$ cat src/design/link_diag_pkg.sv
/*
  Shared constants and carriers of the link diagnostics unit: management
  register offsets, field positions, reset values, timing counts and the
  packed structs of the management port and of the DSP and converter feed.
  Assumes a 100 MHz core clock and an 8 ns converter sample strobe.
*/
package link_diag_pkg;

  // ==========================================================
  // Timing
  localparam int unsigned CLK_PERIOD_NS = 10;
  localparam int unsigned TDR_SHORT_NS = 50;
  localparam int unsigned TDR_LONG_NS = 100;
  localparam logic [3:0] TDR_SHORT_CYC = 4'((TDR_SHORT_NS + CLK_PERIOD_NS - 1) / CLK_PERIOD_NS);
  localparam logic [3:0] TDR_LONG_CYC = 4'((TDR_LONG_NS + CLK_PERIOD_NS - 1) / CLK_PERIOD_NS);
  localparam int unsigned VAR_UNIT_MS = 1;
  localparam int unsigned VAR_MS_CYCLES_DEFAULT = VAR_UNIT_MS * 1_000_000 / CLK_PERIOD_NS;
  localparam logic [2:0] TDR_WIDTH_LONG_MIN = 3'h4;
  localparam logic [7:0] TDR_TIMER_LAST = 8'hFF;

  // ==========================================================
  // Register offsets
  localparam logic [4:0] ADDR_PHY_STATUS = 5'h10;
  localparam logic [4:0] ADDR_INT_CONTROL = 5'h11;
  localparam logic [4:0] ADDR_INT_STATUS_MASK = 5'h12;
  localparam logic [4:0] ADDR_CABLE_LENGTH = 5'h14;
  localparam logic [4:0] ADDR_FREQ_OFFSET = 5'h15;
  localparam logic [4:0] ADDR_TDR_CONTROL = 5'h16;
  localparam logic [4:0] ADDR_TDR_WINDOW = 5'h17;
  localparam logic [4:0] ADDR_TDR_PEAK = 5'h18;
  localparam logic [4:0] ADDR_TDR_THRESHOLD = 5'h19;
  localparam logic [4:0] ADDR_VAR_CONTROL = 5'h1A;
  localparam logic [4:0] ADDR_VAR_DATA = 5'h1B;
  localparam logic [4:0] ADDR_TDR_LEVEL = 5'h1C;
  localparam logic [4:0] ADDR_LQ_MONITOR = 5'h1D;
  localparam logic [4:0] ADDR_LQ_DATA = 5'h1E;

  // ==========================================================
  // Field positions
  localparam int unsigned BIT_LINK = 0;
  localparam int unsigned BIT_SPEED10 = 1;
  localparam int unsigned BIT_CROSSOVER = 14;
  localparam int unsigned BIT_INT_OE = 0;
  localparam int unsigned BIT_INT_EN = 1;
  localparam int unsigned BIT_LQ_MASK = 7;
  localparam int unsigned BIT_LQ_STATUS = 15;
  localparam int unsigned BIT_FREQ_SEL = 8;
  localparam int unsigned BIT_ENABLE = 15;
  localparam int unsigned BIT_TDR_100 = 14;
  localparam int unsigned BIT_TDR_TXPAIR = 13;
  localparam int unsigned BIT_TDR_RXPAIR = 12;
  localparam int unsigned BIT_TDR_SEND = 11;
  localparam int unsigned BIT_TDR_MIN = 7;
  localparam int unsigned BIT_LQ_WRITE = 14;
  localparam int unsigned BIT_LQ_SAMPLE = 13;
  localparam int unsigned BIT_LQ_HIGH = 8;
  localparam int unsigned BIT_VAR_READY = 0;
  localparam int unsigned NUM_PARAMS = 5;
  localparam logic [2:0] PARAM_AGC = 3'h1;

  // ==========================================================
  // Reset values
  localparam logic [4:0][7:0] THR_HIGH_RESET = {8'h7F, 8'h7F, 8'h7F, 8'hFF, 8'h7F};
  localparam logic [4:0][7:0] THR_LOW_RESET = {8'h80, 8'h80, 8'h80, 8'h00, 8'h80};
  localparam logic [7:0] WIN_START_RESET = 8'h00;
  localparam logic [7:0] WIN_STOP_RESET = 8'hFF;

  typedef enum logic [1:0] {
    TDR_IDLE = 2'b01,
    TDR_RUN = 2'b10
  } tdr_state_t;

  typedef struct packed {
    logic wr;
    logic rd;
    logic [4:0] addr;
    logic [15:0] wdata;
  } mgmt_req_t;

  typedef struct packed {
    logic crossover;
    logic speed_100;
    logic link_valid;
    logic [7:0] cable_length;
    logic [7:0] eq_c1;
    logic [7:0] agc;
    logic [7:0] blw;
    logic [7:0] freq_offset;
    logic [7:0] freq_control;
    logic err_valid;
    logic [15:0] err_square;
  } dsp_feed_t;

  typedef struct packed {
    logic valid;
    logic [7:0] tx_pair;
    logic [7:0] rx_pair;
  } adc_feed_t;

endpackage : link_diag_pkg

$ cat src/design/link_diagnostics_unit.sv
/*
  Link diagnostics unit of one 10/100 port: linked cable status, signal
  quality variance, link quality monitor with thresholds, and the
  reflectometry pulse generator and monitor.
  Assumes the management port, DSP feed and converter feed all come from
  logic on core_clk; diag_page says that the diagnostics page is selected.
*/
`timescale 1ns/1ps

// Notes on behaviour
// - Status bit 14 shows whether crossover pairs were chosen.
// - Cable length estimate reads valid only at 100 Mb with link.
// - Frequency register comes from clock recovery, valid at 100 Mb with link.
// - Frequency field shows long-term offset or current frequency control.
// - Variance period selects 2, 4, 6 or 8 ms.
// - 32-bit variance sum returned as two halves over consecutive reads.
// - Monitor warns when any watched DSP value leaves its window, only at 100 Mb with link.
// - Monitor register holds global enable and high/low warning per parameter.
// - Quality warning reaches interrupt only when control and mask enable it.
// - Sample bit captures the current adapted value of the chosen parameter.
// - Three-bit selector picks parameter, code 010 is baseline wander, low byte value.
// - Thresholds reached indirectly: write with strobe, read after writing address.
// - Warning only when value strictly exceeds threshold, never when equal.
// - After reset high thresholds are maxima and low thresholds minima.
// - Thresholds are signed 8-bit except adaptive gain, which is unsigned.
// - Pulse sent on either pair and response watched on either pair.
// - 10 Mb mode sends 50 ns or 100 ns link pulses.
// - 100 Mb mode sends 8 ns multiples up to 56 ns, alternating polarity.
// - Zero width sends no pulse but the monitor still runs.
// - Monitor tracks peak and threshold crossing, maxima or minima.
// - Peak and first crossing times recorded in 8 ns units.
// - Timer starts with the pulse; window limits the samples considered.
// - Window start and stop are 8-bit counts, reset 0 and 255.
// - Pulse width is a 3-bit count read per transmit mode.
// - Reading interrupt status clears all pending indications.
module link_diagnostics_unit #(
  parameter int unsigned VAR_MS_CYCLES = link_diag_pkg::VAR_MS_CYCLES_DEFAULT
) (
  input wire logic core_clk,
  input wire logic reset_n,
  input wire logic diag_page,
  input wire link_diag_pkg::mgmt_req_t mgmt_req,
  output logic [15:0] mgmt_rdata,
  output logic mgmt_rvalid,
  input wire link_diag_pkg::dsp_feed_t dsp,
  input wire link_diag_pkg::adc_feed_t adc,
  output logic tdr_active,
  output logic tdr_send_rx_pair,
  output logic tdr_watch_rx_pair,
  output logic tdr_drive_10,
  output logic tdr_drive_pos,
  output logic tdr_drive_neg,
  output logic int_pin_out,
  output logic int_pin_oe_n
);
  import link_diag_pkg::*;

  typedef struct packed {
    logic int_oe;
    logic int_en;
    logic [7:0] int_mask;
    logic lq_pending;
    logic irq;
    logic freq_sel;
    logic var_en;
    logic [1:0] var_sel;
    logic var_ready;
    logic [19:0] var_cyc;
    logic [3:0] var_ms;
    logic [31:0] var_acc;
    logic [31:0] var_result;
    logic [15:0] var_hold;
    logic var_second;
    logic lq_en;
    logic [9:0] lq_warn;
    logic [2:0] lq_sel;
    logic lq_high;
    logic lq_sample_mode;
    logic [7:0] lq_sample;
    logic [4:0][7:0] thr_high;
    logic [4:0][7:0] thr_low;
    logic tdr_en;
    logic tdr_100;
    logic tdr_txp;
    logic tdr_rxp;
    logic [2:0] tdr_width;
    logic tdr_min;
    logic [7:0] tdr_level;
    logic [7:0] win_start;
    logic [7:0] win_stop;
    tdr_state_t tdr_state;
    logic [7:0] tdr_timer;
    logic [3:0] pulse_cnt;
    logic polarity;
    logic [2:0] drive;
    logic [7:0] peak_val;
    logic [7:0] peak_time;
    logic peak_seen;
    logic [7:0] thr_time;
    logic thr_seen;
    logic [15:0] rdata;
    logic rvalid;
  } state_t;

  state_t s;
  state_t next_s;

  function automatic logic beyond(input logic [7:0] a, input logic [7:0] b, input logic sgn);
    beyond = sgn ? ($signed(a) > $signed(b)) : (a > b);
  endfunction : beyond

  function automatic logic hits(input logic [7:0] a, input logic [7:0] b, input logic min_mode);
    hits = min_mode ? ($signed(a) < $signed(b)) : ($signed(a) > $signed(b));
  endfunction : hits

  // ==========================================================
  // Decode and live values
  logic wr_diag;
  logic rd_interrupt_status_mask;
  logic rd_link_quality_monitor_ctrl;
  logic rd_var;
  logic link100;
  logic [4:0][7:0] pv;
  logic [9:0] new_warn;
  logic [7:0] adc_sample;
  logic in_window;
  logic [7:0] freq_value;
  logic [7:0] thr_view;
  logic [3:0] var_target;
  logic [15:0] rd_value;

  always_comb begin
    wr_diag = mgmt_req.wr && diag_page;
    rd_interrupt_status_mask = mgmt_req.rd && mgmt_req.addr == ADDR_INT_STATUS_MASK;
    rd_link_quality_monitor_ctrl = mgmt_req.rd && diag_page && mgmt_req.addr == ADDR_LQ_MONITOR;
    rd_var = mgmt_req.rd && diag_page && mgmt_req.addr == ADDR_VAR_DATA;
    link100 = dsp.speed_100 && dsp.link_valid;
    pv = {dsp.freq_control, dsp.freq_offset, dsp.blw, dsp.agc, dsp.eq_c1};
    for (int i = 0; i < NUM_PARAMS; i++) begin
      new_warn[2 * i] = s.lq_en && link100 && beyond(s.thr_low[i], pv[i], i != PARAM_AGC);
      new_warn[2 * i + 1] = s.lq_en && link100 && beyond(pv[i], s.thr_high[i], i != PARAM_AGC);
    end
    adc_sample = s.tdr_rxp ? adc.rx_pair : adc.tx_pair;
    in_window = s.tdr_timer >= s.win_start && s.tdr_timer <= s.win_stop;
    freq_value = s.freq_sel ? dsp.freq_control : dsp.freq_offset;
    thr_view = 8'h00;
    if (s.lq_sel < 3'(NUM_PARAMS)) begin
      thr_view = s.lq_high ? s.thr_high[s.lq_sel] : s.thr_low[s.lq_sel];
    end
    // Period of 2, 4, 6 or 8 ms
    var_target = {1'b0, s.var_sel, 1'b0} + 4'h2;
  end

  // ==========================================================
  // Read multiplexer
  always_comb begin
    rd_value = 16'h0000;
    if (mgmt_req.addr == ADDR_PHY_STATUS) begin
      rd_value[BIT_CROSSOVER] = dsp.crossover;
      rd_value[BIT_LINK] = dsp.link_valid;
      rd_value[BIT_SPEED10] = !dsp.speed_100;
    end else if (mgmt_req.addr == ADDR_INT_CONTROL) begin
      rd_value[BIT_INT_OE] = s.int_oe;
      rd_value[BIT_INT_EN] = s.int_en;
    end else if (mgmt_req.addr == ADDR_INT_STATUS_MASK) begin
      rd_value[7:0] = s.int_mask;
      rd_value[BIT_LQ_STATUS] = s.lq_pending;
    end else if (diag_page) begin
      unique case (mgmt_req.addr)
        ADDR_CABLE_LENGTH: begin
          // Valid only at 100 Mb with link
          rd_value[7:0] = link100 ? dsp.cable_length : 8'h00;
        end
        ADDR_FREQ_OFFSET: begin
          // Valid only at 100 Mb with link
          rd_value[7:0] = link100 ? freq_value : 8'h00;
          rd_value[BIT_FREQ_SEL] = s.freq_sel;
        end
        ADDR_TDR_CONTROL: begin
          rd_value = {s.tdr_en, s.tdr_100, s.tdr_txp, s.tdr_rxp, s.tdr_state == TDR_RUN,
                      s.tdr_width, s.tdr_min, 7'h00};
        end
        ADDR_TDR_WINDOW: rd_value = {s.win_start, s.win_stop};
        ADDR_TDR_PEAK: rd_value = {s.peak_time, s.peak_val};
        ADDR_TDR_THRESHOLD: rd_value = {s.thr_seen, 7'h00, s.thr_time};
        ADDR_TDR_LEVEL: rd_value[7:0] = s.tdr_level;
        ADDR_VAR_CONTROL: begin
          rd_value[BIT_ENABLE] = s.var_en;
          rd_value[2:1] = s.var_sel;
          rd_value[BIT_VAR_READY] = s.var_ready;
        end
        ADDR_VAR_DATA: begin
          // Low half first, high half held
          rd_value = s.var_second ? s.var_hold : s.var_result[15:0];
        end
        ADDR_LQ_MONITOR: begin
          rd_value[BIT_ENABLE] = s.lq_en;
          rd_value[9:0] = s.lq_warn;
        end
        ADDR_LQ_DATA: begin
          rd_value = {2'b00, s.lq_sample_mode, 1'b0, s.lq_sel, s.lq_high,
                      s.lq_sample_mode ? s.lq_sample : thr_view};
        end
        default: rd_value = 16'h0000;
      endcase
    end
  end

  // ==========================================================
  // Next state
  always_comb begin
    next_s = s;
    next_s.rvalid = mgmt_req.rd;
    if (mgmt_req.rd) begin
      next_s.rdata = rd_value;
    end

    // Interrupt control and mask
    if (mgmt_req.wr && mgmt_req.addr == ADDR_INT_CONTROL) begin
      next_s.int_oe = mgmt_req.wdata[BIT_INT_OE];
      next_s.int_en = mgmt_req.wdata[BIT_INT_EN];
    end
    if (mgmt_req.wr && mgmt_req.addr == ADDR_INT_STATUS_MASK) begin
      next_s.int_mask = mgmt_req.wdata[7:0];
    end
    // Status read clears, new event wins
    next_s.lq_pending = (rd_interrupt_status_mask ? 1'b0 : s.lq_pending) | (|(new_warn & ~s.lq_warn));
    next_s.irq = s.int_en && s.int_mask[BIT_LQ_MASK] && s.lq_pending;

    next_s.lq_warn = (rd_link_quality_monitor_ctrl ? 10'h000 : s.lq_warn) | new_warn;

    if (wr_diag) begin
      unique case (mgmt_req.addr)
        ADDR_FREQ_OFFSET: next_s.freq_sel = mgmt_req.wdata[BIT_FREQ_SEL];
        ADDR_VAR_CONTROL: begin
          next_s.var_en = mgmt_req.wdata[BIT_ENABLE];
          next_s.var_sel = mgmt_req.wdata[2:1];
          next_s.var_cyc = 20'h0_0000;
          next_s.var_ms = 4'h0;
          next_s.var_acc = 32'h0000_0000;
        end
        ADDR_LQ_MONITOR: next_s.lq_en = mgmt_req.wdata[BIT_ENABLE];
        ADDR_LQ_DATA: begin
          next_s.lq_sel = mgmt_req.wdata[11:9];
          next_s.lq_high = mgmt_req.wdata[BIT_LQ_HIGH];
          next_s.lq_sample_mode = mgmt_req.wdata[BIT_LQ_SAMPLE];
          if (mgmt_req.wdata[BIT_LQ_SAMPLE] && mgmt_req.wdata[11:9] < 3'(NUM_PARAMS)) begin
            next_s.lq_sample = pv[mgmt_req.wdata[11:9]];
          end
          if (mgmt_req.wdata[BIT_LQ_WRITE] && mgmt_req.wdata[11:9] < 3'(NUM_PARAMS)) begin
            if (mgmt_req.wdata[BIT_LQ_HIGH]) begin
              next_s.thr_high[mgmt_req.wdata[11:9]] = mgmt_req.wdata[7:0];
            end else begin
              next_s.thr_low[mgmt_req.wdata[11:9]] = mgmt_req.wdata[7:0];
            end
          end
        end
        ADDR_TDR_CONTROL: begin
          next_s.tdr_en = mgmt_req.wdata[BIT_ENABLE];
          next_s.tdr_100 = mgmt_req.wdata[BIT_TDR_100];
          next_s.tdr_txp = mgmt_req.wdata[BIT_TDR_TXPAIR];
          next_s.tdr_rxp = mgmt_req.wdata[BIT_TDR_RXPAIR];
          next_s.tdr_width = mgmt_req.wdata[10:8];
          next_s.tdr_min = mgmt_req.wdata[BIT_TDR_MIN];
        end
        ADDR_TDR_WINDOW: {next_s.win_start, next_s.win_stop} = mgmt_req.wdata;
        ADDR_TDR_LEVEL: next_s.tdr_level = mgmt_req.wdata[7:0];
        default: begin
        end
      endcase
    end

    // Two reads pair into one sum; a period end below wins
    if (rd_var) begin
      next_s.var_second = !s.var_second;
      if (!s.var_second) begin
        next_s.var_hold = s.var_result[31:16];
      end else begin
        next_s.var_ready = 1'b0;
      end
    end

    // Variance accumulation
    if (s.var_en && !(wr_diag && mgmt_req.addr == ADDR_VAR_CONTROL)) begin
      if (dsp.err_valid) begin
        next_s.var_acc = s.var_acc + {16'h0000, dsp.err_square};
      end
      next_s.var_cyc = s.var_cyc + 20'h0_0001;
      if (s.var_cyc == 20'(VAR_MS_CYCLES - 1)) begin
        next_s.var_cyc = 20'h0_0000;
        next_s.var_ms = s.var_ms + 4'h1;
        if (s.var_ms + 4'h1 == var_target) begin
          next_s.var_ms = 4'h0;
          next_s.var_result = dsp.err_valid ? s.var_acc + {16'h0000, dsp.err_square}
                                            : s.var_acc;
          next_s.var_acc = 32'h0000_0000;
          next_s.var_ready = 1'b1;
        end
      end
    end
    // Reflectometry sequencer
    next_s.drive = 3'b000;
    unique case (s.tdr_state)
      TDR_IDLE: begin
        if (wr_diag && mgmt_req.addr == ADDR_TDR_CONTROL && mgmt_req.wdata[BIT_ENABLE]
            && mgmt_req.wdata[BIT_TDR_SEND]) begin
          next_s.tdr_state = TDR_RUN;
          next_s.tdr_timer = 8'h00;
          next_s.peak_seen = 1'b0;
          next_s.thr_seen = 1'b0;
          next_s.peak_val = 8'h00;
          next_s.peak_time = 8'h00;
          next_s.thr_time = 8'h00;
          if (mgmt_req.wdata[10:8] == 3'h0) begin
            next_s.pulse_cnt = 4'h0;
          end else if (mgmt_req.wdata[BIT_TDR_100]) begin
            // 8 ns steps up to 56 ns
            next_s.pulse_cnt = {1'b0, mgmt_req.wdata[10:8]};
            next_s.polarity = !s.polarity;
          end else begin
            next_s.pulse_cnt = mgmt_req.wdata[10:8] < TDR_WIDTH_LONG_MIN ? TDR_SHORT_CYC
                                                                          : TDR_LONG_CYC;
          end
        end
      end
      TDR_RUN: begin
        if (s.pulse_cnt != 4'h0) begin
          next_s.drive = s.tdr_100 ? {1'b0, s.polarity, !s.polarity} : 3'b100;
          if (!s.tdr_100 || adc.valid) begin
            next_s.pulse_cnt = s.pulse_cnt - 4'h1;
          end
        end
        if (adc.valid) begin
          if (in_window) begin
            if (!s.peak_seen || hits(adc_sample, s.peak_val, s.tdr_min)) begin
              next_s.peak_seen = 1'b1;
              next_s.peak_val = adc_sample;
              next_s.peak_time = s.tdr_timer;
            end
            if (!s.thr_seen && hits(adc_sample, s.tdr_level, s.tdr_min)) begin
              next_s.thr_seen = 1'b1;
              next_s.thr_time = s.tdr_timer;
            end
          end
          next_s.tdr_timer = s.tdr_timer + 8'h01;
          if (s.tdr_timer == TDR_TIMER_LAST) begin
            next_s.tdr_state = TDR_IDLE;
          end
        end
        if (!s.tdr_en) begin
          next_s.tdr_state = TDR_IDLE;
          next_s.pulse_cnt = 4'h0;
          next_s.drive = 3'b000;
        end
      end
    endcase
  end

  // ==========================================================
  // State register
  always_ff @(posedge core_clk or negedge reset_n) begin
    if (!reset_n) begin
      s <= '0;
      s.thr_high <= THR_HIGH_RESET;
      s.thr_low <= THR_LOW_RESET;
      s.win_start <= WIN_START_RESET;
      s.win_stop <= WIN_STOP_RESET;
      s.tdr_state <= TDR_IDLE;
    end else begin
      s <= next_s;
    end
  end

  // ==========================================================
  // Outputs
  always_comb begin
    mgmt_rdata = s.rdata;
    mgmt_rvalid = s.rvalid;
    tdr_active = s.tdr_en;
    tdr_send_rx_pair = s.tdr_txp;
    tdr_watch_rx_pair = s.tdr_rxp;
    tdr_drive_10 = s.drive[2];
    tdr_drive_pos = s.drive[0];
    tdr_drive_neg = s.drive[1];
    int_pin_out = 1'b0;
    int_pin_oe_n = !(s.int_oe && s.irq);
  end

endmodule : link_diagnostics_unit

$ cat config.mk
export PLATFORM = sky130hd
export DESIGN_NAME = link_diagnostics_unit
export DESIGN_NICKNAME = d
export VERILOG_FILES = /design/src/design/link_diag_pkg.sv /design/src/design/link_diagnostics_unit.sv
export SDC_FILE = /design/constraint.sdc
export NUM_CORES = 1
export LEC_CHECK = 0
export BUFFER_PORTS_ARGS = -buffer_cell sky130_fd_sc_hd__clkbuf_2
export CAP_MARGIN = 0
export CORE_MARGIN = 2
export CORE_UTILIZATION = 65
export DETAILED_ROUTE_END_ITERATION = 8
export PLACE_DENSITY_LB_ADDON = 0.08
export SYNTH_ARGS = -nofsm -noshare
export SYNTH_HDL_FRONTEND = slang
export SYNTH_SLANG_ARGS = --single-unit
export TNS_END_PERCENT = 30
$ cat constraint.sdc
create_clock -name core_clk -period 4.6 [get_ports core_clk]
set_input_delay 0.23 -clock core_clk [delete_from_list [all_inputs] [get_ports core_clk]]
set_output_delay 0.23 -clock core_clk [all_outputs]
set_load 0.02 [all_outputs]
-- Yosys cells after proc, flatten, opt, wreduce, memory -nomap -nowiden
Cells that the tools add are included.
Widths: inputs -> output; s select.
- output and inout port bits: 25
- flip-flop bits (word level): 319
- logic and storage cells: 252
- equality and inequality tests: 28
- magnitude comparators: 22
- $add $sub $neg: 6
- reduce and logical (&&, ||, !) cells: 66
- bitwise gates (word level): 7
- mux-type cells: 71
- operator list (cell ; number):
    $mux 89 ; 2
    $mux 56 ; 2
    $gt 8x8->1 ; 12
    $mux 8 ; 12
    $bwmux 40 ; 2
    $mux 26 ; 3
    $bmux 8 s3 ; 3
    $eq 5x5->1 const B ; 14
    $mux 68 ; 1
    $mux 32 ; 2
    $pmux 26 s2 ; 1
    $pmux 5 s10 ; 1
    $add 32x16->32 ; 1
    $logic_and 1x1->1 ; 32
    $mux 16 ; 2
    $pmux 3 s10 ; 1
    $pmux 14 s2 ; 1
    $pmux 5 s5 ; 1
    $demux 8 s3 ; 1
    $mux 4 ; 6
    $add 20x1->20 const B ; 1
    $eq 20x17->1 const B ; 1
    $mux 10 ; 2
    $reduce_and 2->1 ; 10
    other kinds (42) ; 86

-- Longest topological paths before layout
Gate-level depths: netlist of the first run.
- depth in word-level cells: 10
- mapped depth: 11
- depth with buffers taken out: 9

-- Worst setup path before layout of the first run
OpenSTA, ideal clock, no wires.
- path type: register to register
- start point: reg s, in the netlist tdr_watch_rx_pair
- end point: reg s[35] (netlist bit)
- library setup time: 0.125 ns
- setup slack: 1.516 ns
- arrival: 2.960 ns
- cell stages (with the launch flop): 10
- path through: dfrtp_1 -> clkbuf_1 -> mux2_2 -> ha_1 -> or4_1 -> o31ai_1 -> a221oi_1 -> mux2i_1 -> a31oi_4 -> mux2_2
- longest elaborated chain between the ends: 6
- elaborated cells on any way between the ends: 11
- ends and longest elaborated chain (what ; line ; source):
    start: declaration ; link_diagnostics_unit.sv:105 ; state_t s;
    start signal: assignment ; link_diagnostics_unit.sv:370 ; s <= next_s;
    $mux 8 * ; link_diagnostics_unit.sv:143 ; adc_sample = s.tdr_rxp ? adc.rx_pair : adc.tx_pair;
    $gt 8x8->1 / $lt 8x8->1 (equally long branches) ; link_diagnostics_unit.sv:113 ; hits = min_mode ? ($signed(a) < $signed(b)) : ($signed(a) > $signed(b));
    $mux 1 ; link_diagnostics_unit.sv:113 ;
    $logic_or 1x1->1 ; link_diagnostics_unit.sv:335 ; if (!s.peak_seen || hits(adc_sample, s.peak_val, s.tdr_min)) begin
    $ne 2x1->1 (no line) ; - ;
    $reduce_and 4->1 (no line) ; - ;
Every way passes the cells marked *; elsewhere a longest branch is shown, timed or not. The select of a mux whose other input is x is not followed.
A chain may end at the register's enable or synchronous reset.

-- Worst setup path after layout of the first run
Ends and elaborated chain as after synthesis.

==> flow_summary.json, run 1 <==
{
  "status": "finished, final reports clean",
  "netlist_instances": 2083,
  "die_w_um": 178,
  "finalNetCount": 2414,
  "fin_crit_ns": 3.49,
  "period_share": 0.759,
  "final_util": 0.734,
  "yosysMostFrequentCell": "dfrtp_1",
  "dp_hpwl_um": 43700,
  "die_area_sq_mm": 0.0318,
  "area_growth_pct": 10.6,
  "grt_max_degree": 113,
  "core_sq_mm": 0.0298,
  "synth_enable_flop_cells": 0,
  "routedWlPerCell_um": 23.1,
  "finalMaxSlewViolations": 0,
  "grt-ovfl-total": 0,
  "rows": 63,
  "path_cells": "mux2_2, ha_1, nand2b_1, or4_1, o31ai_1, a221oi_1, mux2i_1, a31oi_4, mux2_2",
  "initial_utilization": 0.663,
  "drtAntennaViolNets": 0,
  "vias": 17100,
  "cts_tree": "built",
  "cts_inserted_buffers": 36,
  "synth_area_sq_mm": 0.0198,
  "crit_type": "flip-flop to flip-flop",
  "num_antenna_cells": 0,
  "post_cts_buffers": 0,
  "drive_above_1_share": 0.198,
  "syn_area_per_cell_sq_um": 9.49,
  "synth_area_leaders": "dfrtp_1 (34%), ha_1 (8.5%), mux2_2 (7.0%), dfstp_2 (6.5%), o21ai_0 (4.8%)",
  "cts_root_buf": "clkbuf_16",
  "h-tree-depth": 2,
  "cts_buffer_depth": 3,
  "vdd.ir_drop.worst_uv": 511,
  "antenna_found_initial": 0,
  "worst_ep_arrival_time_ns": 3.90,
  "drt-total-wl_um": 59700,
  "clock_skew_ns": 0.0161,
  "ys_warn_count": 0,
  "yosysTopAreaCellShare": 0.342,
  "finalSetupViolCount": 0,
  "drc_errors": 0,
  "synth-seq-cells": 319,
  "grt_pass1_vias": 16600,
  "ys_types": 86,
  "crit_slowest_cell": "a31oi_4",
  "insertion_delay_ns": 0.53,
  "max_stage_delay_ns": 0.66,
  "fp.dieH_um": 178,
  "synth_top_area_cell": "dfrtp_1",
  "grt_pass1_wl_um": 92300,
  "rsz0062_at_grt": "no",
  "crit_path_start_kind": "flip-flop",
  "cp.required_ns": 5.01,
  "cap_violations": 0,
  "cts_sinks": 319,
  "finalSetupTns_ns": 0,
  "ios": 136,
  "max-slew-margin-rel": 0.109,
  "yosysSeqAreaShare": 0.407,
  "hold_viol_final": 0,
  "max_freq_mhz": 286,
  "powerDensity_mw_per_mm2": 373,
  "cp_top_family": "multiplexers",
  "drt_first_pass_iters": 6,
  "hp-class": "input pin to flip-flop",
  "numPortBuffers": 134,
  "cp_common_cell": "mux2_2",
  "worstMarginPinSlew_ns": 1.33,
  "yosys_most_used_dff": "dfrtp_1",
  "drt_iter0_drc": 1711,
  "synth_nets": 2330,
  "synthTopCellsByCount": "dfrtp_1 (270), nand2_1 (249), o21ai_0 (190)",
  "p_leak_nw": 10.1,
  "ys_async_sr_fraction": 1.00,
  "avgViaCountPerCell": 6.63,
  "worstPathMaxFanout": 16,
  "crit_buf_inv": 0,
  "critPathCaptureType": "flip-flop",
  "grt_use_total": 0.380,
  "path_clk_slew_ns": 0.06,
  "place_congestion": 0.975
}
-- placed cells by master (no fill, tap or decap), types with 8 or more instances in the layout --
cell type,instances
nor3_1,38
o21ai_0,190
o21a_1,10
a21oi_1,78
and3_2,9
o22a_1,14
a31oi_1,30
o22ai_1,18
clkbuf_2,133
a22o_1,15
o211ai_1,22
a22oi_1,21
nand4_1,34
dfrtp_1,270
mux2_2,123
a211oi_1,14
nand3_1,50
clkbuf_1,9
buf_4,20
clkbuf_16,37
nand2b_1,17
clkbuf_8,8
or4_1,8
ha_1,135
inv_1,156
or2_2,9
mux2i_1,68
nand2_1,249
dfstp_2,49
a221oi_1,10
mux4_2,9
and3_1,17
nor2_1,79
a21o_1,24
o31ai_1,14
xnor2_1,22
xor2_1,14
nor2b_1,28
-- metrics by stage --
stage	hold slack [ns]	instances	cell area [sq um]	setup slack, ns	total power, mW
after global routing	0.0992	2582	21900	0.982	8.52
final	0.0735	2582	21900	1.11	8.16
after global placement	0.352	2516	20600	1.28	5.15
after detailed placement	0.354	2516	20600	1.18	5.20
after floorplan	-0.0656	2083	19800	1.52	4.62
after CTS	0.0562	2582	21900	1.15	8.16
-- tightest hold or removal path, cell delays in order --
cell,delay (ns)
clkbuf_2,0.19
nand2_1,0.07
o21ai_0,0.06
-- worst paths after layout --
check / to / from / slack, ns / depth (start not counted)
worst max register to register: s[35] / tdr_watch_rx_pair / 1.11 / 9
min in group asynchronous: s[111] / reset_n / 0.37 / 2
worst max-delay path: s[35] / tdr_watch_rx_pair / 1.11 / 9
worst min-delay path: s[181] / mgmt_req[13] / 0.07 / 3
worst min register to register: tdr_drive_pos / s[46] / 0.48 / 1
max in group asynchronous: s[79] / reset_n / 2.99 / 3
-- where the power goes --
part           switching, mW  internal (mW)  leakage (nW)
Sequential             0.278           3.06          4.10
Clock                   1.17           1.78         0.588
Combinational           1.13          0.748          5.37
Total                   2.58           5.58          10.1
-- cell families after synthesis --
logic type,Yosys count,synth area share
simple gates,591,0.147
compound gates,531,0.173
flops,319,0.407
buf+inv,269,0.0556
mux,200,0.115
fa+ha+maj,136,0.0865
xor+xnor,36,0.0160
other cells,1,0.000190
-- sequential cells by signal, summed over array words and instances (netlist names) --
| signal | count |
|---|---|
| mgmt_rdata | 16 |
| mgmt_rvalid | 1 |
| s | 296 |
| tdr_active | 1 |
| tdr_drive_10 | 1 |
| tdr_drive_neg | 1 |
| tdr_drive_pos | 1 |
| tdr_send_rx_pair | 1 |
| tdr_watch_rx_pair | 1 |
-- routing by layer --
layer,vias to the layer above,share of wire,GRT usage
met5,-,0,0
met4,0,0.068,0.226
li1,7701,-,-
met2,882,0.47,0.614
met1,8314,0.38,0.484
met3,223,0.085,0.0616
-- cell type report --
cell class	instances	area (sq um)
repair buffers	159	901
inverters	156	586
flip-flops and latches	319	8040
multi-input cells	1495	10600
clock inverters	9	129
well taps	390	488
clock buffers	54	1070
fillers	2213	7940
-- what timing repair did --
action | CTS | global route
setup endpoints to repair | 0 | 0
hold endpoints to repair | 94 | 0
hold buffers | 3 | 0
gates resized for setup | 0 | 0
Power figures use the tool's default switching activity.
==> inputs of run 2 (changes only) <==
Settings changed: CORE_UTILIZATION 65 to 56.
Clock period 4.6 ns to 3.1 ns, I/O delays scaled along.
==> flow_summary.json, run 2 (synthesis results as in run 1) <==
{
  "core_sq_mm": 0.0346,
  "grt-ovfl-total": 0,
  "final_common_cell": "dfrtp_1",
  "dp_hpwl_um": 46500,
  "status": "finished, final reports clean",
  "p_leak_nw": 10.3,
  "hp-class": "input pin to flip-flop",
  "worst_ep_arrival_time_ns": 3.31,
  "area_growth_pct": 13.3,
  "drive_above_1_share": 0.219,
  "worstPathMaxFanout": 11,
  "vdd.ir_drop.worst_uv": 431,
  "whs_ns": 0.0417,
  "die_w_um": 192,
  "antenna_found_initial": 0,
  "grt_max_degree": 96,
  "finalNetCount": 2466,
  "clock_skew_ns": 0.0164,
  "cts_buffer_depth": 3,
  "hold_viol_final": 0,
  "finalSetupTns_ns": 0,
  "drtAntennaViolNets": 0,
  "finalMaxSlewViolations": 0,
  "largest_register_ffs": 296,
  "period_share": 0.944,
  "avgViaCountPerCell": 6.26,
  "cts_sinks": 319,
  "place_congestion": 0.969,
  "routedWlPerCell_um": 23.0,
  "drt-total-wl_um": 62300,
  "grt_pass1_vias": 16600,
  "grt_use_total": 0.347,
  "cts_root_buf": "clkbuf_16",
  "crit_path_start_kind": "flip-flop",
  "worstMarginPinSlew_ns": 0.870,
  "cp.required_ns": 3.48,
  "cts_inserted_buffers": 37,
  "max-slew-margin-rel": 0.418,
  "regMostFlops": "s",
  "pre_cts_ws_ns": 0.0615,
  "critPathCaptureType": "flip-flop",
  "powerDensity_mw_per_mm2": 549,
  "drt_first_pass_iters": 6,
  "drc_errors": 0,
  "path_clk_slew_ns": 0.07,
  "die_area_sq_mm": 0.0368,
  "mostFrequentLayoutCells": "dfrtp_1 (269), nand2_1 (249), o21ai_0 (190), inv_1 (156), ha_1 (135)",
  "max_freq_mhz": 342,
  "dp.cells": 2627,
  "drt_iter0_drc": 1578,
  "post_cts_buffers": 0,
  "crit_type": "flip-flop to flip-flop",
  "grt_pass1_wl_um": 96800,
  "rsz0062_at_grt": "no",
  "fp.dieH_um": 192,
  "h-tree-depth": 2,
  "finalSetupViolCount": 0,
  "insertion_delay_ns": 0.55,
  "numPortBuffers": 134,
  "vias": 16900,
  "fin_crit_ns": 2.93,
  "worst_slack_ns": 0.173,
  "initial_utilization": 0.571,
  "cts_tree": "built",
  "cap_violations": 0,
  "final_cells": 2704,
  "ios": 136,
  "rows": 68
}
## run 2: per-layer routing
metal	vias up	track usage	wire length, um
met5	-	0	0
met4	0	0.164	2960
met3	157	0.0490	4480
met2	712	0.574	29500
met1	8261	0.451	25400
li1	7798	-	-
## run 2: power breakdown
group          internal (mW)  switching, mW  leakage [nW]
registers               4.54          0.392          4.10
clock network           2.59           1.84         0.606
logic                   1.19           1.75          5.63
total                   8.32           3.97          10.3
## run 2: area by class of cell
class,count,area (sq um)
timing repair buffer,210,1310
fill,2923,12200
sequential,319,8050
clock inverter,20,168
inverter,156,586
clock buffer,48,1060
tap,455,569
multi-input combinational,1495,10700
antenna,1,2.50
## run 2: worst max-delay path, stage by stage, from the launching register on
cell and delay [ns]:
dfrtp_1 0.83, nand2_1 0.36, o22a_1 0.32, o22ai_1 0.18, o21ai_0 0.17, a221oi_1 0.69
o221ai_1 0.20
## run 2: what timing repair did
item / CTS / global route
hold buffers: 8 / 0
setup endpoints to repair: 0 / 19
endpoints found under the hold margin: 77 / 0
resized for setup: 0 / 3
## run 2: worst paths after layout
kind | from | to | slack, ns | cells after the start
hold reg to reg | s[46] | tdr_drive_pos | 0.47 | 1
hold / removal | dsp[66] | mgmt_rdata[1] | 0.04 | 4
setup / recovery | s[183] | mgmt_rdata[3] | 0.17 | 6
min in group asynchronous | reset_n | s[156] | 0.22 | 2
max in group asynchronous | reset_n | s[158] | 1.89 | 3
setup reg to reg | s[183] | mgmt_rdata[3] | 0.17 | 6
## run 2: through the flow
stage	power, mW	instance area, sq um	util
global placement	7.77	21100	0.608
CTS	12.3	22400	0.646
floorplan	6.85	19800	-
detailed placement	7.85	21100	0.608
global route	12.9	22400	0.647
finish	12.3	22400	0.647
